[src/core/eip_params.svh]
// Register map, field positions and reset values of the edge/port block
`ifndef EIP_PARAMS_SVH
`define EIP_PARAMS_SVH

// Bank codes in address bits 6:4, port index in bits 3:0
`define EIP_BANK_RISE_EN   3'h0
`define EIP_BANK_FALL_EN   3'h1
`define EIP_BANK_RISE_ST   3'h2
`define EIP_BANK_FALL_ST   3'h3
`define EIP_BANK_DATA      3'h4
`define EIP_ADDR_CTL       7'h50
`define EIP_ADDR_SIMIO     7'h51

// Global control fields; bit 7 is unused and reads zero
`define EIP_CTL_IN_LSB     0
`define EIP_CTL_OUT_LSB    3
`define EIP_CTL_GRP_WIDTH  3
`define EIP_CTL_ACK_BIT    6
`define EIP_CTL_MASK       8'h7f
`define EIP_CTL_RESET      8'h00

// Simultaneous I/O trigger fields
`define EIP_SIM_SAMPLE_POS 0
`define EIP_SIM_COMMIT_POS 4

// Misc
`define EIP_BYTE_RESET     8'h00
`define EIP_REAR_FIRST     4'h8

`endif

[src/core/eip_pkg.sv]
// Types shared by the edge interrupt and port data block
package eip_pkg;

  // One register request, valid for one cycle
  typedef struct packed {
    logic       valid;
    logic       we;
    logic [6:0] addr;
    logic [7:0] wdata;
  } eip_req_type;

  // Acknowledge method for the edge status bits
  typedef enum logic {
    EIP_ACK_WRITE = 1'b0,
    EIP_ACK_READ  = 1'b1
  } eip_ack_type;

  typedef logic [15:0][7:0] eip_bytes_type;

endpackage

[src/core/eip_edge_port.sv]
// Edge interrupt status/enable and port data registers for 16 x 8 lines
`timescale 1ns/10ps
`include "eip_params.svh"

module eip_edge_port #(
  parameter bit GND_VARIANT = 1'b0
) (
  input  wire logic                 clk,
  input  wire logic                 resetn,
  input  wire eip_pkg::eip_req_type reg_req,
  output logic [7:0]                reg_rdata,
  output logic                      reg_rvalid,
  input  wire logic [15:0]          port_dir_out,
  input  wire logic [127:0]         line_in,
  output logic [127:0]              line_out,
  output logic [127:0]              line_oe_n,
  output logic                      irq
);
  import eip_pkg::*;
  // Port 15 lines are ground on the reduced variant
  localparam logic [127:0] LIVE_MASK = GND_VARIANT ? {8'h00, {120{1'b1}}} : {128{1'b1}};

  logic [127:0]  s1_q;
  logic [127:0]  s2_q;
  logic [127:0]  s3_q;
  logic [127:0]  lvl_q;
  logic [127:0]  prev_q;
  logic [127:0]  rise_ev;
  logic [127:0]  fall_ev;
  eip_bytes_type rise_en_q;
  eip_bytes_type fall_en_q;
  eip_bytes_type rise_st_q;
  eip_bytes_type fall_st_q;
  eip_bytes_type rise_clr;
  eip_bytes_type fall_clr;
  eip_bytes_type out_q;
  eip_bytes_type drv_q;
  eip_bytes_type snap_q;
  eip_bytes_type src;
  eip_bytes_type view;
  logic [7:0]    ctl_q;
  logic [7:0]    rdata_d;
  logic [2:0]    in_en;
  logic [2:0]    out_en;
  logic [2:0]    sample;
  logic [2:0]    commit;
  logic          wr;
  logic          rd;
  logic [2:0]    bank;
  logic [3:0]    idx;
  eip_ack_type   ack_mode;

  // Group membership of a port for a front/rear/all selector
  function automatic logic grp_hit(input logic [3:0] p, input logic [2:0] sel);
    return sel[2] | ((p < `EIP_REAR_FIRST) ? sel[0] : sel[1]);
  endfunction
  // Clear vector for one status bank under the selected acknowledge method
  function automatic eip_bytes_type clr_vec(input eip_req_type r, input eip_ack_type m,
                                            input logic [2:0] sel);
    eip_bytes_type v;
    v = '0;
    if (r.valid && r.addr[6:4] == sel)
    begin
      if (r.we && m == EIP_ACK_WRITE)
        v[r.addr[3:0]] = r.wdata;
      else if (!r.we && m == EIP_ACK_READ)
        v[r.addr[3:0]] = 8'hff;
    end
    return v;
  endfunction

  // Request decode
  assign wr       = reg_req.valid & reg_req.we;
  assign rd       = reg_req.valid & ~reg_req.we;
  assign bank     = reg_req.addr[6:4];
  assign idx      = reg_req.addr[3:0];
  assign ack_mode = eip_ack_type'(ctl_q[`EIP_CTL_ACK_BIT]);
  assign in_en    = ctl_q[`EIP_CTL_IN_LSB +: `EIP_CTL_GRP_WIDTH];
  assign out_en   = ctl_q[`EIP_CTL_OUT_LSB +: `EIP_CTL_GRP_WIDTH];
  // Triggers only act for groups whose simultaneous mode is enabled
  always_comb
  begin
    sample = 3'h0;
    commit = 3'h0;
    if (wr && reg_req.addr == `EIP_ADDR_SIMIO)
    begin
      sample = reg_req.wdata[`EIP_SIM_SAMPLE_POS +: 3] & in_en;
      commit = reg_req.wdata[`EIP_SIM_COMMIT_POS +: 3] & out_en;
    end
  end

  // Three-stage sync; a level change counts once stages two and three agree
  always_ff @(posedge clk or negedge resetn)
  begin
    if (!resetn)
    begin
      s1_q   <= '0;
      s2_q   <= '0;
      s3_q   <= '0;
      lvl_q  <= '0;
      prev_q <= '0;
    end
    else
    begin
      s1_q   <= line_in;
      s2_q   <= s1_q;
      s3_q   <= s2_q;
      lvl_q  <= (s2_q & s3_q) | (lvl_q & (s2_q ^ s3_q));
      prev_q <= lvl_q;
    end
  end

  // Edge events, masked to connected lines
  assign rise_ev = lvl_q & ~prev_q & LIVE_MASK;
  assign fall_ev = ~lvl_q & prev_q & LIVE_MASK;
  // Arm registers
  always_ff @(posedge clk or negedge resetn)
  begin
    if (!resetn)
    begin
      rise_en_q <= '0;
      fall_en_q <= '0;
    end
    else if (wr && bank == `EIP_BANK_RISE_EN)
      rise_en_q[idx] <= reg_req.wdata;
    else if (wr && bank == `EIP_BANK_FALL_EN)
      fall_en_q[idx] <= reg_req.wdata;
  end

  // Acknowledge method picks the clear source for both status banks
  assign rise_clr = clr_vec(reg_req, ack_mode, `EIP_BANK_RISE_ST);
  assign fall_clr = clr_vec(reg_req, ack_mode, `EIP_BANK_FALL_ST);
  // Pending bits; a new event in the clearing cycle survives
  always_ff @(posedge clk or negedge resetn)
  begin
    if (!resetn)
    begin
      rise_st_q <= '0;
      fall_st_q <= '0;
    end
    else
    begin
      rise_st_q <= (rise_st_q & ~rise_clr) | (rise_ev & rise_en_q);
      fall_st_q <= (fall_st_q & ~fall_clr) | (fall_ev & fall_en_q);
    end
  end
  // Global control register; the unused top bit is masked so it reads zero
  always_ff @(posedge clk or negedge resetn)
  begin
    if (!resetn)
      ctl_q <= `EIP_CTL_RESET;
    else if (wr && reg_req.addr == `EIP_ADDR_CTL)
      ctl_q <= reg_req.wdata & `EIP_CTL_MASK;
  end
  // Written output values, buffer side of simultaneous output
  always_ff @(posedge clk or negedge resetn)
  begin
    if (!resetn)
      out_q <= '0;
    else if (wr && bank == `EIP_BANK_DATA)
      out_q[idx] <= reg_req.wdata;
  end

  // Driven values: direct in normal mode, on commit in simultaneous mode
  always_ff @(posedge clk or negedge resetn)
  begin
    if (!resetn)
      drv_q <= '0;
    else
    begin
      for (int p = 0; p < 16; p++)
      begin
        if (grp_hit(4'(p), out_en))
        begin
          if (grp_hit(4'(p), commit))
            drv_q[p] <= out_q[p];
        end
        else if (wr && bank == `EIP_BANK_DATA && idx == 4'(p))
          drv_q[p] <= reg_req.wdata;
        else
          drv_q[p] <= out_q[p];
      end
    end
  end

  // Readback source: pins for inputs, driven values for outputs
  always_comb
  begin
    for (int p = 0; p < 16; p++)
    begin
      src[p]  = port_dir_out[p] ? drv_q[p] : lvl_q[8*p +: 8];
      view[p] = grp_hit(4'(p), in_en) ? snap_q[p] : src[p];
    end
  end

  // Snapshot; every trigger takes fresh values
  always_ff @(posedge clk or negedge resetn)
  begin
    if (!resetn)
      snap_q <= '0;
    else
    begin
      for (int p = 0; p < 16; p++)
      begin
        if (grp_hit(4'(p), sample))
          snap_q[p] <= src[p];
      end
    end
  end

  // Read mux; unmapped addresses and the trigger register read zero
  always_comb
  begin
    rdata_d = `EIP_BYTE_RESET;
    if (bank == `EIP_BANK_RISE_EN)
      rdata_d = rise_en_q[idx];
    else if (bank == `EIP_BANK_FALL_EN)
      rdata_d = fall_en_q[idx];
    else if (bank == `EIP_BANK_RISE_ST)
      rdata_d = rise_st_q[idx];
    else if (bank == `EIP_BANK_FALL_ST)
      rdata_d = fall_st_q[idx];
    else if (bank == `EIP_BANK_DATA)
      rdata_d = view[idx];
    else if (reg_req.addr == `EIP_ADDR_CTL)
      rdata_d = ctl_q;
  end
  // Read answer one cycle after the request; data holds until the next read
  always_ff @(posedge clk or negedge resetn)
  begin
    if (!resetn)
    begin
      reg_rdata  <= `EIP_BYTE_RESET;
      reg_rvalid <= 1'b0;
    end
    else
    begin
      reg_rvalid <= rd;
      if (rd)
        reg_rdata <= rdata_d;
    end
  end
  // Pin drivers; enable low while a port is output and connected
  always_ff @(posedge clk or negedge resetn)
  begin
    if (!resetn)
    begin
      line_out  <= '0;
      line_oe_n <= {128{1'b1}};
    end
    else
    begin
      line_out <= drv_q & LIVE_MASK;
      for (int p = 0; p < 16; p++)
        line_oe_n[8*p +: 8] <= ~({8{port_dir_out[p]}} & LIVE_MASK[8*p +: 8]);
    end
  end
  // Interrupt request from any pending bit
  always_ff @(posedge clk or negedge resetn)
  begin
    if (!resetn)
      irq <= 1'b0;
    else
      irq <= (|rise_st_q) | (|fall_st_q);
  end

  // Armed rising edge always lands in the rising pending bits
  a_rise_set_armed:
    assert property (@(posedge clk) disable iff (!resetn)
      1'b1 |=> ((rise_st_q & $past(rise_ev & rise_en_q)) == $past(rise_ev & rise_en_q)))
    else $error("armed rising edge not recorded");
  // A falling pending bit never rises without an armed falling edge
  a_fall_only_armed:
    assert property (@(posedge clk) disable iff (!resetn)
      1'b1 |=> ((fall_st_q & ~$past(fall_st_q) & ~$past(fall_ev & fall_en_q)) == '0))
    else $error("falling pending set without armed edge");
  // Write one clears in write mode
  a_write_ack_clr:
    assert property (@(posedge clk) disable iff (!resetn)
      (wr && bank == `EIP_BANK_RISE_ST && ack_mode == EIP_ACK_WRITE)
      |=> ((rise_st_q[$past(idx)] & $past(reg_req.wdata) & ~$past(rise_ev[8*idx +: 8])) == 8'h00))
    else $error("write acknowledge did not clear");
  // Read clears in read mode
  a_read_ack_clr:
    assert property (@(posedge clk) disable iff (!resetn)
      (rd && bank == `EIP_BANK_FALL_ST && ack_mode == EIP_ACK_READ)
      |=> ((fall_st_q[$past(idx)] & ~$past(fall_ev[8*idx +: 8] & fall_en_q[idx])) == 8'h00))
    else $error("read acknowledge did not clear");
  // Interrupt follows pending bits one cycle later
  a_irq_any_pend:
    assert property (@(posedge clk) disable iff (!resetn)
      1'b1 |=> (irq == ($past(|rise_st_q) | $past(|fall_st_q))))
    else $error("interrupt request mismatch");
  // Buffered outputs stand still until commit
  a_hold_buffered:
    assert property (@(posedge clk) disable iff (!resetn)
      (out_en[2] && commit == 3'h0) |=> $stable(drv_q))
    else $error("buffered output moved without commit");
  // Commit of all groups moves every line together
  a_commit_all:
    assert property (@(posedge clk) disable iff (!resetn)
      commit[2] |=> (drv_q == $past(out_q)) ##1 (line_out == ($past(drv_q) & LIVE_MASK)))
    else $error("commit did not update all outputs");
  // Snapshot of every port taken from the readback source on a sample of all groups
  a_snap_sample:
    assert property (@(posedge clk) disable iff (!resetn)
      sample[2] |=> (snap_q == $past(src)))
    else $error("snapshot not taken");
  // Ground variant never drives port 15
  a_gnd_port_idle:
    assert property (@(posedge clk) disable iff (!resetn)
      GND_VARIANT |-> (line_oe_n[127:120] == 8'hff && rise_st_q[15] == 8'h00))
    else $error("ground port active");

endmodule

[config.mk]
export PLATFORM = sky130hd
export DESIGN_NAME = eip_edge_port
export DESIGN_NICKNAME = d
export VERILOG_FILES = /design/src/core/eip_pkg.sv /design/src/core/eip_edge_port.sv
export VERILOG_INCLUDE_DIRS = /design/src /design/src/core
export SDC_FILE = /design/constraint.sdc
export NUM_CORES = 2
export LEC_CHECK = 0
export BUFFER_PORTS_ARGS = -buffer_cell sky130_fd_sc_hd__buf_2
export CORE_ASPECT_RATIO = 2
export CORE_UTILIZATION = 45
export CTS_CLUSTER_DIAMETER = 80
export DETAILED_ROUTE_END_ITERATION = 10
export GPL_ROUTABILITY_DRIVEN = 0
export PLACE_DENSITY_LB_ADDON = 0.3
export SLEW_MARGIN = 20
export SYNTH_ARGS = -nofsm -noshare
export SYNTH_HDL_FRONTEND = slang
export SYNTH_SLANG_ARGS = --single-unit
[constraint.sdc]
create_clock -name clk -period 4.1 [get_ports clk]
set_input_delay 0.615 -clock clk [delete_from_list [all_inputs] [get_ports clk]]
set_output_delay 0.615 -clock clk [all_outputs]
set_load 0.02 [all_outputs]
==> run summary <==
Layout cells sized above 1: 26.0%
Hold depth: 2
Net Switching: 10.5 mW
Syn Area/Cell: 13.2 µm²
DP Cell Count: 7259
Int Pwr: 28.1 mW
Final ANT Viol Nets: 0
Buffers & Inverters on Critical Path: 0
First-pass GRT wire length: 366 mm
Final setup fails: 0
H-tree levels: 4
Non-filler cells, final: 7706
Crit-path leading delay family: compound AO/OA/AOI/OAI gates
Clock transition at path regs: 0.07 ns
DR vias/cell: 6.21
Initial Utilization: 45.3%
Largest cells by area after synthesis: dfrtp_1, mux2_2, mux4_2, o21ai_0, nand2_1
Fin util: 52.5%
Crit path depth: 6
Startpoint type of the worst setup path: flop
Final hold violation count: 0
RR Endpoint: reg_rdata[5]
Outcome: completed
# resized after CTS: 0
Die Footprint: 152000 µm²
Core Area: 150000 µm²
RSZ-0062 raised after global routing: false
I/O Pins: 429
Count leader, synth: dfrtp_1
EDFF count, synth: 0
Yosys top cell by area: dfrtp_1
Residual DRC: 0
Total Routing Usage GR: 34.6%
Sw Share: 27.2%
Clock sinks: 1697
Fin crit share: 78.7%
Critical Path Slowest Stage Cell: nor2_4
Count of cell types in the netlist: 79
DRT iter0 DRCs: 5093
CP startpoint: ctl_q[2]
Port bufs: 428
Arrival time worst endpoint: 3.98 ns
Total power: 38.5 mW
GRT overflow: 0
Max-slew headroom at the worst pin: 10.2%
Yosys top cell area share: 62.1%
Initial antenna violation count: 58
Post-Syn Nets: 5418
Critical Path Max Stage Delay: 0.81 ns
Setup CP Type: reg2reg
Clock power frac: 40.9%
Row cnt: 201
DPL Wire Length: 180 mm
Via count: 47800
Ranking of synthesized cells by instance count: dfrtp_1, o21ai_0, nand2_1, mux2_2, nor2_1
Root Driver: clkbuf_16
Mapped Area: 67800 µm²
Worst Setup EP: reg_rdata[5]
Pin count of the biggest net entering global routing: 154
Drt first pass iters: 10
R2r startpoint: ctl_q[2]
Total negative slack: 0 ns
Drt total wl: 260 mm
Max-Cap Viols: 0
Pwr per Cell Area: 490 nW/µm²
Final worst path period need: 3.23 ns
CTS tree: yes
CTS max path bufs: 4
CP required: 4.85 ns
Mapped Cells: 5127
Crit Path Max Fanout: 40
Total CTS buffers: 162
Die Span Y: 551 µm
Die width: 276 µm
Clock Latency Late Sink: 0.85 ns
Asr flop ratio synth: 100%
Routed len/inst: 33.7 µm
R2r setup slk: 0.87 ns
Seq. cell area: 42500 µm²
Crit. End Element: flop
Peak VDD IR: 0.345 mV
Worst hold path type: in2reg
Max Freq: 310 MHz
# nets final: 5919
R2r worst-path depth: 6
Ys flop type: dfrtp_1
Post-synthesis register bit count: 1697
Fill cells: 12600
Area of the multi-input gates: 22800 µm²
Combinational share of power: 8.6%
Critical-path cell list: nor2_4 > mux4_2 > nand2_1 > a21boi_0 > a311oi_1 > o31ai_1
Measured slew at the worst slew-check pin: 1.34 ns
Seq pwr share: 50.4%
Post-Route Skew: 0.0592 ns
YS warnings: 0
Final Max Slew Viols: 0
P_leak: 35.6 nW
P&R area growth vs syn: 16.0%
Register area share after synthesis: 62.7%
Vias in the first global route: 47800
==> placed cells by master, fill, tap and decap left out, types with 25 or more instances in the layout <==
cell type         n
nand4_1          29
mux2_2          395
clkbuf_1         26
buf_2           425
a21o_1          137
dlygate4sd3_1   129
clkbuf_16       163
nand2_1         473
a222oi_1         46
nor2_2           29
nand3b_1        130
diode_2          29
mux2i_1         152
o22ai_1          98
nor2_1          173
ha_1            128
dfrtp_1        1681
clkinv_2         25
mux4_2          138
o21ai_0         587
nor4_1           72
inv_1           119
clkbuf_8         27
a21oi_1          49
buf_4           139
==> power groups by stage <==
stage | Sequential (mW) | Clock [mW] | Combinational, mW
6_report | 19.4 | 15.8 | 3.32
5_1_grt | 19.5 | 16.6 | 3.57
3_3_place_gp | 19.6 | 0 | 3.08
2_1_floorplan | 18.8 | 0 | 1.72
3_5_place_dp | 19.6 | 0 | 3.15
4_1_cts | 19.3 | 16.0 | 3.26
==> per-layer routing <==
metal / up-vias / global-route usage, % / wire, µm
met1: 24300 / 36.1 / 82600
met4: 38 / 33.4 / 31200
met5: - / 0.876 / 447
met3: 1158 / 10.1 / 23100
li1: 19300 / - / -
met2: 2999 / 55.6 / 122000
==> how the worst min path moves through the flow <==
stage	from	to	slack, ns
after floorplan	resetn	ctl_q[0]	0.32
after global placement	s1_q[58]	s2_q[58]	0.33
after detailed placement	s1_q[100]	s2_q[100]	0.33
after CTS	port_dir_out[0]	line_oe_n[7]	0.06
after global routing	port_dir_out[0]	line_oe_n[7]	0.07
final	port_dir_out[0]	line_oe_n[7]	0.09
==> layout make-up <==
cell class                 count  share of cell area, %
sequential                  1697                   54.0
multi-input combinational   2928                   29.0
timing repair buffer         719                   6.30
clock buffer                 214                   5.75
tap                         1928                   3.07
clock inverter                71                   1.22
inverter                     120                  0.573
antenna                       29                 0.0923
==> through the flow <==
step	hold slack [ns]	instance area [µm²]	setup WS (ns)
6_report	0.0892	78600	0.873
5_1_grt	0.0735	78600	0.865
4_1_cts	0.0640	78500	1.05
3_5_place_dp	0.335	71700	0.567
3_3_place_gp	0.334	71700	0.588
2_1_floorplan	0.319	67800	1.66
==> cells by family (layout without fill, tap and decap cells) <==
group / count (synthesis) / count (layout) / synth area share [%]
flip-flops: 1697 / 1697 / 62.7
AO/OA/AOI/OAI: 1092 / 1092 / 10.0
AND/OR/NAND/NOR: 1015 / 1015 / 7.39
multiplexers: 693 / 693 / 13.7
buffers and inverters: 502 / 1124 / 3.83
adder cells (fa/ha/maj): 128 / 128 / 2.36
other: 0 / 29 / 0
==> what timing repair did <==
action,4_1_cts,5_1_grt
hold buffers,129,0
buffers inserted,0,0
hold endpoints to repair,193,0
==> worst reg2reg max path: stages, from the launching register on <==
cell,delay [ns]
dfrtp_1,0.54
nor2_4,0.82
mux4_2,0.44
nand2_1,0.09
a21boi_0,0.62
a311oi_1,0.32
o31ai_1,0.32
Power figures use the tool's default switching activity.
